`src/core/adgc_pkg.sv`:
```
/*
 * Shared constants for the auxiliary DAC, GPIO and ADC register bank.
 * Assumes a byte-wide register port driven by the serial interface decoder.
 */
package adgc_pkg;

    // ************************************************************
    // Byte addresses
    // ************************************************************
    localparam logic [6:0] ADGC_DAC_LO_ADDR = 7'h30;
    localparam logic [6:0] ADGC_DAC_HI_ADDR = 7'h31;
    localparam logic [6:0] ADGC_PDL_LO_ADDR = 7'h32;
    localparam logic [6:0] ADGC_PDL_HI_ADDR = 7'h33;
    localparam logic [6:0] ADGC_ADC_LO_ADDR = 7'h3a;
    localparam logic [6:0] ADGC_ADC_HI_ADDR = 7'h3b;
    localparam logic [6:0] ADGC_CMD_LO_ADDR = 7'h3e;

    // ************************************************************
    // Field positions and widths
    // ************************************************************
    localparam int ADGC_DAC_W = 12;
    localparam int ADGC_ADC_W = 12;
    localparam int ADGC_LINES = 2;
    localparam int ADGC_CMD_DAC_LATCH_BIT = 2;
    localparam int ADGC_PDL_DIR_LSB = 0;
    localparam int ADGC_PDL_LVL_LSB = 8;

    // ************************************************************
    // Reset values
    // ************************************************************
    localparam logic [15:0] ADGC_DAC_RESET = 16'h0000;
    localparam logic [15:0] ADGC_PDL_RESET = 16'h0000;
    localparam logic [11:0] ADGC_ADC_RESET = 12'h000;

endpackage

```
`src/core/adgc_dac_latch.sv`:
```
/*
 * Converter input latch: takes the holding register only on a latch command.
 * Assumes the caller pulses the latch request for one cycle.
 */
`timescale 1ns/10ps
module adgc_dac_latch
    import adgc_pkg::*;
(
    input wire logic clk,
    input wire logic rst,
    input wire logic latch_req,
    input wire logic [15:0] holding,
    output logic [ADGC_DAC_W-1:0] dac_code
);

    logic [ADGC_DAC_W-1:0] code_reg;
    logic [ADGC_DAC_W-1:0] code_next;

    // Upper four bits never reach the converter.
    always_comb begin
        code_next = code_reg;
        if (latch_req) begin
            code_next = holding[ADGC_DAC_W-1:0]; // [RULE2] [RULE3] [RULE4]
        end
    end

    always_ff @(posedge clk or posedge rst) begin
        if (rst) begin
            code_reg <= ADGC_DAC_RESET[ADGC_DAC_W-1:0];
        end else begin
            code_reg <= code_next;
        end
    end

    assign dac_code = code_reg;

endmodule

```
`src/core/adgc_gpio_arb.sv`:
```
/*
 * Per-line owner selection for the two general-purpose lines.
 * Assumes claims and levels from the other functions are synchronous.
 */
`timescale 1ns/10ps
module adgc_gpio_arb
    import adgc_pkg::*;
(
    input wire logic [ADGC_LINES-1:0] misc_claim,
    input wire logic [ADGC_LINES-1:0] misc_level,
    input wire logic [ADGC_LINES-1:0] alarm_claim,
    input wire logic [ADGC_LINES-1:0] alarm_level,
    input wire logic [ADGC_LINES-1:0] reg_dir,
    input wire logic [ADGC_LINES-1:0] reg_level,
    output logic [ADGC_LINES-1:0] drive,
    output logic [ADGC_LINES-1:0] level
);

    genvar i;
    generate
        for (i = 0; i < ADGC_LINES; i++) begin : g_line
            always_comb begin
                if (misc_claim[i]) begin // [RULE9]
                    drive[i] = 1'b1;
                    level[i] = misc_level[i];
                end else if (alarm_claim[i]) begin // [RULE9]
                    drive[i] = 1'b1;
                    level[i] = alarm_level[i];
                end else begin
                    drive[i] = reg_dir[i]; // [RULE6]
                    level[i] = reg_level[i]; // [RULE7]
                end
            end
        end
    endgenerate

endmodule

```
`src/core/adgc_top.sv`:
```
/*
 * Auxiliary DAC holding register, GPIO direction/level register and
 * auxiliary ADC result register behind a byte-wide register port.
 * Assumes the serial interface decoder presents one byte access per strobe,
 * with all inputs synchronous to clk.
 */
`timescale 1ns/10ps

//Operation
// [RULE1] DAC code arrives as two byte writes, assembled into one 16-bit holding register.
// [RULE2] Converter sees holding contents only when the latch command arrives.
// [RULE3] Writing one to command bit 2 latches holding register into converter.
// [RULE4] Only bits 11:0 form the unsigned code; bits 15:12 ignored.
// [RULE5] Holding register is read/write and cleared to zero on reset.
// [RULE6] Direction bits 0 and 1 select input (0) or output (1) per line.
// [RULE7] Level bits 8 and 9 set driven level; other bits unused.
// [RULE8] Direction/level register is read/write and cleared on reset, lines input.
// [RULE9] Line ownership: misc control first, then alarm, then direction/level register.
// [RULE10] ADC result reads as 12-bit unsigned straight binary.
// [RULE11] Input lines return the sampled pin level in their level bit on read.
module adgc_top
    import adgc_pkg::*;
(
    input wire logic clk,
    input wire logic rst,
    input wire logic reg_wr,
    input wire logic reg_rd,
    input wire logic [6:0] reg_addr,
    input wire logic [7:0] reg_wdata,
    output logic [7:0] reg_rdata,
    output logic [ADGC_DAC_W-1:0] dac_code,
    input wire logic adc_valid,
    input wire logic [ADGC_ADC_W-1:0] adc_result,
    input wire logic [ADGC_LINES-1:0] gpio_in,
    output logic [ADGC_LINES-1:0] gpio_out,
    output logic [ADGC_LINES-1:0] gpio_oe_n,
    input wire logic [ADGC_LINES-1:0] misc_control_claim,
    input wire logic [ADGC_LINES-1:0] misc_control_level,
    input wire logic [ADGC_LINES-1:0] alarm_control_claim,
    input wire logic [ADGC_LINES-1:0] alarm_control_level
);

    // ************************************************************
    // Register state
    // ************************************************************
    logic [15:0] dac_hold_reg;
    logic [15:0] dac_hold_next;
    logic [15:0] pdl_reg;
    logic [15:0] pdl_next;
    logic [ADGC_ADC_W-1:0] adc_reg;
    logic [ADGC_ADC_W-1:0] adc_next;
    logic latch_reg;
    logic latch_next;
    logic [7:0] rdata_reg;
    logic [7:0] rdata_next;
    logic [ADGC_LINES-1:0] gpio_out_reg;
    logic [ADGC_LINES-1:0] gpio_out_next;
    logic [ADGC_LINES-1:0] oe_n_reg;
    logic [ADGC_LINES-1:0] oe_n_next;
    logic [ADGC_LINES-1:0] arb_drive;
    logic [ADGC_LINES-1:0] arb_level;
    logic [15:0] pdl_view;

    // ************************************************************
    // Register writes
    // ************************************************************
    // Each byte lands on its own; the converter is untouched until the
    // latch command, so a half-written code never shows at the output.
    always_comb begin
        dac_hold_next = dac_hold_reg;
        pdl_next = pdl_reg;
        latch_next = 1'b0;
        if (reg_wr) begin
            case (reg_addr)
                ADGC_DAC_LO_ADDR: dac_hold_next[7:0] = reg_wdata; // [RULE1] [RULE5]
                ADGC_DAC_HI_ADDR: dac_hold_next[15:8] = reg_wdata; // [RULE1] [RULE5]
                ADGC_PDL_LO_ADDR: pdl_next[7:0] = reg_wdata; // [RULE6] [RULE8]
                ADGC_PDL_HI_ADDR: pdl_next[15:8] = reg_wdata; // [RULE7] [RULE8]
                ADGC_CMD_LO_ADDR: latch_next = reg_wdata[ADGC_CMD_DAC_LATCH_BIT]; // [RULE3]
                default: latch_next = 1'b0;
            endcase
        end
    end

    always_ff @(posedge clk or posedge rst) begin
        if (rst) begin
            dac_hold_reg <= ADGC_DAC_RESET; // [RULE5]
            pdl_reg <= ADGC_PDL_RESET; // [RULE8]
            latch_reg <= 1'b0;
        end else begin
            dac_hold_reg <= dac_hold_next;
            pdl_reg <= pdl_next;
            latch_reg <= latch_next;
        end
    end

    // ************************************************************
    // Converter input
    // ************************************************************
    adgc_dac_latch u_dac_latch (
        .clk(clk),
        .rst(rst),
        .latch_req(latch_reg),
        .holding(dac_hold_reg),
        .dac_code(dac_code)
    );

    // ************************************************************
    // Auxiliary ADC result
    // ************************************************************
    always_comb begin
        adc_next = adc_reg;
        if (adc_valid) begin
            adc_next = adc_result; // [RULE10]
        end
    end

    always_ff @(posedge clk or posedge rst) begin
        if (rst) begin
            adc_reg <= ADGC_ADC_RESET;
        end else begin
            adc_reg <= adc_next;
        end
    end

    // ************************************************************
    // Line ownership and pin drivers
    // ************************************************************
    adgc_gpio_arb u_gpio_arb (
        .misc_claim(misc_control_claim),
        .misc_level(misc_control_level),
        .alarm_claim(alarm_control_claim),
        .alarm_level(alarm_control_level),
        .reg_dir(pdl_reg[ADGC_PDL_DIR_LSB +: ADGC_LINES]),
        .reg_level(pdl_reg[ADGC_PDL_LVL_LSB +: ADGC_LINES]),
        .drive(arb_drive),
        .level(arb_level)
    );

    // Pin drivers are registered so the outputs never glitch on arbitration.
    always_comb begin
        gpio_out_next = arb_level;
        oe_n_next = ~arb_drive;
    end

    always_ff @(posedge clk or posedge rst) begin
        if (rst) begin
            gpio_out_reg <= '0;
            oe_n_reg <= '1;
        end else begin
            gpio_out_reg <= gpio_out_next;
            oe_n_reg <= oe_n_next;
        end
    end

    assign gpio_out = gpio_out_reg;
    assign gpio_oe_n = oe_n_reg;

    // ************************************************************
    // Register reads
    // ************************************************************
    // Lines set to input report the pin; lines set to output report the
    // stored level, so software sees what it asked for.
    always_comb begin
        pdl_view = pdl_reg;
        for (int i = 0; i < ADGC_LINES; i++) begin
            if (!pdl_reg[ADGC_PDL_DIR_LSB + i]) begin
                pdl_view[ADGC_PDL_LVL_LSB + i] = gpio_in[i]; // [RULE11]
            end
        end
    end

    always_comb begin
        rdata_next = rdata_reg;
        if (reg_rd) begin
            case (reg_addr)
                ADGC_DAC_LO_ADDR: rdata_next = dac_hold_reg[7:0]; // [RULE5]
                ADGC_DAC_HI_ADDR: rdata_next = dac_hold_reg[15:8]; // [RULE5]
                ADGC_PDL_LO_ADDR: rdata_next = pdl_view[7:0]; // [RULE8]
                ADGC_PDL_HI_ADDR: rdata_next = pdl_view[15:8]; // [RULE8]
                ADGC_ADC_LO_ADDR: rdata_next = adc_reg[7:0]; // [RULE10]
                ADGC_ADC_HI_ADDR: rdata_next = {4'h0, adc_reg[11:8]}; // [RULE10]
                default: rdata_next = 8'h00;
            endcase
        end
    end

    always_ff @(posedge clk or posedge rst) begin
        if (rst) begin
            rdata_reg <= 8'h00;
        end else begin
            rdata_reg <= rdata_next;
        end
    end

    assign reg_rdata = rdata_reg;

endmodule

```
`config.mk`:
```
export PLATFORM = sky130hd
export DESIGN_NAME = adgc_top
export DESIGN_NICKNAME = d
export VERILOG_FILES = /design/src/core/adgc_pkg.sv /design/src/core/adgc_dac_latch.sv /design/src/core/adgc_gpio_arb.sv /design/src/core/adgc_top.sv
export SDC_FILE = /design/constraint.sdc
export NUM_CORES = 1
export LEC_CHECK = 0
export ABC_CLOCK_PERIOD_IN_PS = 5300
export BUFFER_PORTS_ARGS = -buffer_cell sky130_fd_sc_hd__clkbuf_2
export CAP_MARGIN = 20
export CORE_MARGIN = 4
export CORE_UTILIZATION = 37
export DETAILED_ROUTE_END_ITERATION = 10
export HOLD_SLACK_MARGIN = 0.05
export SYNTH_ARGS = -nofsm -noshare
export SYNTH_HDL_FRONTEND = slang
export SYNTH_SLANG_ARGS = --single-unit
```
`constraint.sdc`:
```
create_clock -name clk -period 5.3 [get_ports clk]
set_input_delay 0.53 -clock clk [delete_from_list [all_inputs] [get_ports clk]]
set_output_delay 0.53 -clock clk [all_outputs]
set_load 0.005 [all_outputs]
```
==> metrics.txt, run 1 <==
status=finished clean; Placement Setup Slack=around 3.3 ns; # IOs=66; post-synthesis register bit count=69; wl on met1=around 2900 um; # setup viols final=0; Yosys top cell by area=dfrtp_1; CTS root buf=clkbuf_8; count leader, synth=dfrtp_1; 1st-iter DRT viols=27; WP data required=around 5.5 ns; Die Wd=between 90 and 100 um; class of the most critical hold timing path=input port to flip-flop; postcts setup bufs=0; total CTS buffers=9; clock group share of total power=35.0%; unrepaired setup endpoints after global routing=false; H-Tree Depth=3; met3 wire length=329 um; via-per-instance ratio=a little over 5; Cell Count, Final, Fillers Out=between 300 and 400; Pre-antenna DRT Iters=4; final worst slack=3.641 ns; critical path startpoint category=input port; first-pass GRT wire length=10,140 um; DR DRC count=0; hold-fix buffers at CTS=0; pin count of the biggest net entering global routing=70; hpwl dp=4364 um; asr flop ratio synth=100.0%; layout cells sized above 1=55.68%; Max rail drop VDD=0.1095 mV; Net Sw Frac=23.07%; clk sink count=69; Mapped Nets=243; global route overflow=0; Die H=97.51 um; Setup CP Type=input port to flip-flop; wirelength, routed=roughly 6000 um; Yosys warnings=0; post-synth top area share=56.56%; P_sw=0.2405 mW; top cells by area, synth=dfrtp_1 (57%), mux2_2 (22%), mux4_2 (3.8%); Commonest cells post-synth=dfrtp_1 (67), mux2_2 (58), nand2_1 (12); crit path max fanout=8; antenna cells=0; EDFF count, synth=0; period utilization=31.31%; fill count=734; initial antenna violation count=0; Combinational Power Share=9.5%; synth unique cells=36; Rel. slew slack=42.80%; Final Hold Violating Endpoints=0; area grow syn2layout=19.59%; PostCTS Resize Cnt=0; Tmin final=1.659 ns; total number of vias=1,901; clk_skew=0.008182 ns; Worst Tran Pin Value=0.8580 ns; Post-Synthesis Cell Area=2964 um2; Worst-path clk slew=0.06 ns; WHS=0.3354 ns; vias in the first global route=1,972; Syn Area/Cell=14.75 um2; Power Dens Cells=294.1 nW/um2; fmax=~600 MHz; DR WL met2=2742 um; Cells after DPL=361; NumNets Final=312; ANT nets after route=0; Top Metal Used=met4; leakage=roughly 1.8 nW; max-slew violations=0; max-cap viol count=0; core area=about 8000 um2; Tot Pwr=1.043 mW; cell count after synthesis=201; P_int=0.8021 mW; clk_lat worst skew=0.34 ns; I/O Buffers=65; Setup TNS=0 ns; GRT Total Usage=13.65%; Arr. time, crit path=1.88 ns; Critical Path End Type=flip-flop; sequential share of power=55.5%; die area=9507 um2; CTS tree=built; Seq/Total Area, Yosys=58.34%; initial core utilization=roughly two fifths; ys flop type=dfrtp_1; Avg WL per Cell=16.21 um; Core Rows=32; GP Congestion=0.7173; clock buffer depth=2
==> layout make-up <==
cell class                      instances  area (um2)  share of cell area, %
Sequential cell                        69        1729                  48.78
Tap cell                              102       127.6                  3.600
Inverter                                2       7.507                 0.2118
Clock inverter                          2       10.01                 0.2824
Clock buffer                           12       155.1                  4.377
Timing Repair Buffer                   66       332.8                  9.389
Multi-Input combinational cell        122        1182                  33.36
==> metal layers <==
metal / track usage [%] / vias to the layer above
met2: 20.35 / 52
met5: 0 / -
met3: 3.661 / 11
met1: 18.36 / 956
met4: 6.709 / 0
li1: - / 882
==> logic make-up after synthesis <==
kind of cell | after synthesis | synth area share (%)
AOI/OAI and AO/OA | 20 | 4.812
buffers and inverters | 10 | 1.773
DFF | 69 | 58.34
muxes | 69 | 27.86
and+or+nand+nor | 33 | 7.219
==> critical path, cell delays in order <==
cell,delay [ns]
clkbuf_2,0.09
nand4b_1,0.27
nor3_4,0.26
and3_2,0.36
mux2_2,0.36
==> layout by cell type (no fill, tap or decap), types with 2 or more instances in the layout <==
| master | n |
|---|---|
| clkbuf_8 | 11 |
| dfstp_2 | 2 |
| a22oi_1 | 6 |
| clkinv_2 | 2 |
| dfrtp_1 | 67 |
| nand3b_2 | 2 |
| nor3_1 | 5 |
| o21ai_0 | 5 |
| nand4b_1 | 2 |
| mux2i_1 | 6 |
| clkbuf_2 | 65 |
| nand2_1 | 12 |
| mux2_2 | 58 |
| mux4_2 | 5 |
| nor2_1 | 3 |
==> final timing paths <==
kind,slack (ns),end,startpoint,depth (start not counted)
max,3.64,pdl_reg[15],reg_addr[6],5
min,0.34,gpio_oe_n[1],misc_control_claim[1],2
max reg2reg,3.96,reg_rdata[0],pdl_reg[8],4
min reg2reg,0.47,gpio_oe_n[1],pdl_reg[1],1
max in group asynchronous,4.31,dac_hold_reg[13],rst,3
min in group asynchronous,0.41,adc_reg[11],rst,3
==> power groups by stage <==
stage / Combinational [mW] / Clock [mW] / Sequential (mW)
floorplan: 0.0654 / 0 / 0.582
global placement: 0.0982 / 0 / 0.589
detailed placement: 0.101 / 0 / 0.589
CTS: 0.101 / 0.381 / 0.579
global route: 0.111 / 0.399 / 0.583
finish: 0.0987 / 0.365 / 0.579
==> metrics by stage <==
stage / instance area, um2 / utilization (%)
3_5_place_dp: 3379 / 43.51
2_1_floorplan: 2964 / -
3_3_place_gp: 3379 / 43.51
4_1_cts: 3545 / 45.63
6_report: 3545 / 45.63
5_1_grt: 3545 / 45.63
Note: power is estimated with default switching activity, not from simulation.
==> inputs of run 2 (changes only) <==
ABC_AREA = 1   (was not set)
ABC_CLOCK_PERIOD_IN_PS = 1430   (was 5300)
clock period = 1.43 ns   (was 5.3 ns; I/O delays follow)
==> metrics.txt, run 2 <==
status=finished clean; Final Hold Violating Endpoints=0 (unchanged); WP data required=1.72 ns (-3.80 ns); initial antenna violation count=0 (unchanged); Arr. time, crit path=1.53 ns (-0.35 ns); DR DRC count=0 (unchanged); post-synth top area share=50.17% (-6.4 points); max-cap viol count=0 (unchanged); Core Rows=34 (+6.3%); count leader, synth=nand2_1; hpwl dp=5864 um (+34%); clk sink count=69 (unchanged); Max rail drop VDD=0.4383 mV (+300%); # setup viols final=0 (unchanged); CTS root buf=clkbuf_8; fmax=806.8 MHz; total number of vias=2,696 (+42%); leakage=2.263 nW (+27%); top cells by area, synth=dfrtp_1 (50%), nand2_1 (9.5%), nand3_1 (4.8%); clk_lat worst skew=0.35 ns (about the same); final worst slack=0.1905 ns (-3.450 ns); post-synthesis register bit count=69 (unchanged); H-Tree Depth=3 (unchanged); EDFF count, synth=0 (unchanged); final core occ=48.57% (+2.9 points); clk_skew=0.01024 ns (+0.002060 ns); NumNets Final=500 (+60%); Syn Area/Cell=9.181 um2 (-38%); P_int=3.422 mW (+330%); Post-DP Area=3775 um2 (+12%); Combinational Power Share=12.1% (+2.6 points); crit path max fanout=4 (-4); clock group share of total power=39.7% (+4.7 points); 1st-iter DRT viols=93 (+240%); P_sw=1.197 mW (+400%); synth unique cells=28 (-22%); Worst-path clk slew=0.08 ns (+0.02 ns); Critical Path End Type=flip-flop; Tot Pwr=4.619 mW (+340%); Yosys top cell by area=dfrtp_1; area grow syn2layout=27.37%; sequential share of power=48.2% (-7.3 points); Net Sw Frac=25.91% (+2.8 points); pin count of the biggest net entering global routing=41 (-41%); Die H=103.0 um (+5.7%); GP Congestion=0.7617 (+6.2%); r2r setup slk=0.19 ns (-3.77 ns); Pre-antenna DRT Iters=4 (unchanged); GRT Total Usage=16.12% (+2.5 points); Setup TNS=0 ns (unchanged); max-slew violations=0 (unchanged); critical path startpoint category=flip-flop; Worst Tran Pin Value=0.4157 ns (-0.4424 ns); period utilization=86.68%; Design Area, Final=4257 um2 (+20%); Placement Setup Slack=0.1402 ns (-3.160 ns); Tmin final=around 1.2 ns; core area=8763 um2 (+13%); Avg WL per Cell=13.48 um (-17%); Die Wd=103.0 um (+5.7%); asr flop ratio synth=100.0% (unchanged); clock buffer depth=2 (unchanged); I/O Buffers=65 (unchanged); Power Dens Cells=1085 nW/um2 (+270%); global route overflow=0 (unchanged); Mapped Nets=406 (+67%); postcts setup bufs=0 (unchanged); Post-Synthesis Cell Area=3342 um2 (+13%); class of the most critical hold timing path=input port to flip-flop; commonest cells after routing, fill and taps aside=nand2_1 (85), dfrtp_1 (67), clkbuf_2 (65); # IOs=66 (unchanged); layout cells sized above 1=28.29% (-27 points); ANT nets after route=0 (unchanged); total CTS buffers=9 (unchanged); Seq/Total Area, Yosys=51.74% (-6.6 points); ys flop type=dfrtp_1; Commonest cells post-synth=nand2_1 (85), dfrtp_1 (67), inv_1 (36); antenna cells=0 (unchanged); first-pass GRT wire length=13,080 um (+29%); commonest non-fill, non-tap cell in the layout=nand2_1; Yosys warnings=0 (unchanged); die area=10,620 um2 (+12%); wirelength, routed=7697 um (+27%); initial core utilization=38.14% (about the same); unrepaired setup endpoints after global routing=false; cell count after synthesis=364 (+81%); Rel. slew slack=72.26% (+29 points); vias in the first global route=2,741 (+39%); via-per-instance ratio=4.722 (-6.9%); Setup CP Type=flip-flop to flip-flop; CTS tree=built
[run 2: power groups by stage]
stage / Clock (mW) / Combinational, mW / Sequential, mW
3_5_place_dp: 0 / 0.520 / 2.26
6_report: 1.83 / 0.561 / 2.22
4_1_cts: 1.88 / 0.572 / 2.23
2_1_floorplan: 0 / 0.318 / 2.24
3_3_place_gp: 0 / 0.507 / 2.26
5_1_grt: 1.96 / 0.640 / 2.25
[run 2: final timing paths]
| path | cells after the start | endpoint | startpoint |
|---|---|---|---|
| min in group asynchronous | 3 | dac_hold_reg[8] | rst |
| setup / recovery | 2 | gpio_oe_n[1] | pdl_reg[1] |
| hold reg to reg | 2 | pdl_reg[4] | pdl_reg[4] |
| setup reg to reg | 2 | gpio_oe_n[1] | pdl_reg[1] |
| max in group asynchronous | 4 | gpio_oe_n[0] | rst |
| hold / removal | 3 | dac_hold_reg[9] | reg_wdata[1] |
[run 2: repair_timing]
item,in CTS,in global routing
hold endpoints to repair,53,0
hold buffers,25,0
resized for setup,0,0
[run 2: logic make-up (layout without fill, tap and decap cells)]
kind of cell | count (synthesis) | after routing | synth area share [%]
AOI/OAI and AO/OA | 59 | 59 | 11.08
buffers and inverters | 51 | 150 | 7.675
DFF | 69 | 69 | 51.74
muxes | 5 | 5 | 1.685
and+or+nand+nor | 180 | 180 | 27.82
[run 2: metrics by stage]
stage	std cells	hold slack, ns
global route	571	0.08056
global placement	530	0.09848
CTS	571	0.07392
floorplan	364	0.1744
detailed placement	530	0.1151
finish	571	0.08690
[run 2: cell type report]
cell class	instances	area [um2]
inverter	38	146.4
sequential	69	1729
clock buffer	10	137.6
tap	108	135.1
fill	874	4507
clock inverter	6	93.84
multi-input combinational	244	1356
timing repair buffer	96	658.1
[run 2: critical path, cell delays in order, from the launching register on]
cell and delay [ns]:
dfrtp_1 0.42, nor3_1 0.20, dlygate4sd3_1 0.57
[run 2: layer usage]
metal  track usage [%]  vias up  wire, um
met1             21.29     1260      3728
met5                 0        -         0
met3             4.871        5       423
met4             4.183        0        63
met2             25.90       61      3481
li1                  -     1370         -
==> inputs of run 3 (changes only) <==
GPL_TIMING_DRIVEN = 0   (was not set)
RECOVER_POWER = 100   (was not set)
SKIP_LAST_GASP = 1   (was not set)
==> metrics.txt, run 3 (same netlist as run 2, synthesis figures left out) <==
clock buffer depth=2 (unchanged); layout cells sized above 1=23.93% (-4.4 points); pin count of the biggest net entering global routing=39 (-4.9%); leakage=2.151 nW (-5.0%); Setup TNS=0 ns (unchanged); GRT Total Usage=16.48% (+0.36 points); clock group share of total power=41.7% (+2.0 points); initial antenna violation count=0 (unchanged); status=finished clean; Worst-path clk slew=0.08 ns (about the same); antenna cells=0 (unchanged); initial core utilization=38.14% (unchanged); hpwl dp=5797 um (-1.1%); Critical Path End Type=flip-flop; commonest non-fill, non-tap cell in the layout=nand2_1; total CTS buffers=9 (unchanged); WHS=0.07427 ns (-0.01263 ns); CTS root buf=clkbuf_8; max-cap viol count=0 (unchanged); # setup viols final=0 (unchanged); die area=10,620 um2 (unchanged); Rel. slew slack=44.45% (-28 points); # IOs=66 (unchanged); PostCTS Resize Cnt=0 (unchanged); Avg WL per Cell=13.54 um (+0.47%); Worst Tran Pin Value=0.8315 ns (+0.4158 ns); fill count=872 (-0.23%); Net Sw Frac=24.97% (-0.94 points); P_int=3.526 mW (+3.0%); Core Rows=34 (unchanged); clk_skew=0.01437 ns (+0.004133 ns); 1st-iter DRT viols=92 (-1.1%); Power Dens Cells=1123 nW/um2 (+3.5%); final worst slack=0.1877 ns (-0.002818 ns); P_sw=1.173 mW (-2.0%); WP data required=1.72 ns (about the same); vias in the first global route=2,747 (+0.22%); max-slew violations=0 (unchanged); Reg area=1729 um2 (unchanged); Combinational Power Share=11.0% (-1.1 points); Pre-antenna DRT Iters=4 (unchanged); critical path startpoint category=flip-flop; H-Tree Depth=3 (unchanged); Final Hold Violating Endpoints=0 (unchanged); Die Wd=103.0 um (unchanged); area grow syn2layout=25.16%; GP Congestion=0.7637 (+0.26%); Setup CP Type=flip-flop to flip-flop; I/O Buffers=63 (-3.1%); unrepaired setup endpoints after global routing=false; period utilization=86.88% (+0.20 points); first-pass GRT wire length=13,410 um (+2.5%); global route overflow=0 (unchanged); clk_lat worst skew=0.36 ns (about the same); Die H=103.0 um (unchanged); sequential share of power=47.2% (-1.0 points); Multi-input gate area=1259 um2 (-7.2%); CTS tree=built; Arr. time, crit path=1.53 ns (about the same); fmax=804.9 MHz (-0.23%); DR DRC count=0 (unchanged); Tmin final=1.242 ns (+0.002818 ns); NumNets Final=505 (+1.0%); crit path max fanout=4 (unchanged); Max rail drop VDD=0.5904 mV (+35%); commonest cells after routing, fill and taps aside=nand2_1 (86), dfrtp_1 (67), clkbuf_2 (51); wirelength, routed=7801 um (+1.4%); clk sink count=69 (unchanged); Placement Setup Slack=0.1016 ns (-0.03858 ns); via-per-instance ratio=4.665 (-1.2%); class of the most critical hold timing path=input port to flip-flop; total number of vias=2,687 (-0.33%); ANT nets after route=0 (unchanged); core area=8763 um2 (unchanged)
==> run 3: cell count changes in the layout (fill, tap and decap cells not counted), moves of 2 or more <==
cell,change
a21oi_1,+2
a21oi_2,-2
buf_4,-2
buf_6,+5
clkbuf_1,+17
clkbuf_2,-14
nor2_2,+5
nor2_8,-5
o21ai_0,+5
o21ai_1,-2
o21ai_2,-3
==> run 3: through the flow <==
stage	std cells	instance area (um2)	total power, mW	utilization (%)
after floorplan	364	3346	2.553	-
after global placement	535	3796	2.746	43.32
after detailed placement	536	3816	2.768	43.55
after CTS	576	4302	4.784	49.09
after global routing	576	4183	4.946	47.73
final	576	4183	4.699	47.73
==> run 3: critical path, stage by stage, from the launching register on <==
cell	delay, ns
dfrtp_1	0.42
nor3_1	0.19
dlygate4sd3_1	0.57
==> run 3: layout make-up <==
cell class / count / share of cell area, %
Inverter: 38 / 3.500
Multi-Input combinational cell: 244 / 30.09
Sequential cell: 69 / 41.34
Buffer: 13 / 2.573
Timing Repair Buffer: 88 / 13.40
Tap cell: 108 / 3.231
Clock inverter: 7 / 2.902
Clock buffer: 9 / 2.961
==> run 3: per-layer routing <==
layer | up-vias | global-route usage, % | wire length (um)
li1 | 1382 | - | -
met1 | 1232 | 22.60 | 3692
met2 | 66 | 25.21 | 3526
met3 | 7 | 5.210 | 493
met4 | 0 | 4.582 | 89
met5 | - | 0 | 0
==> run 3: power by group through the flow <==
stage | Sequential, mW | Clock (mW) | Combinational, mW
after floorplan | 2.24 | 0 | 0.318
after global placement | 2.25 | 0 | 0.493
after detailed placement | 2.26 | 0 | 0.509
after CTS | 2.22 | 2.00 | 0.562
after global routing | 2.24 | 2.11 | 0.597
final | 2.22 | 1.96 | 0.519
==> run 3: repair_timing <==
action	CTS	global route
hold buffers	24	0
buffers inserted	0	0
endpoints found under the setup margin	0	0
hold endpoints to repair	56	0
==> run 3: final timing paths <==
check,depth (start not counted),from,end,slack [ns]
min reg2reg,2,reg_rdata[7],reg_rdata[7],0.49
min,2,reg_addr[6],latch_reg,0.07
max in group asynchronous,4,rst,pdl_reg[7],0.32
max reg2reg,2,pdl_reg[1],gpio_oe_n[1],0.19
max,2,pdl_reg[1],gpio_oe_n[1],0.19
min in group asynchronous,3,rst,u_dac_latch.dac_code[0],0.49
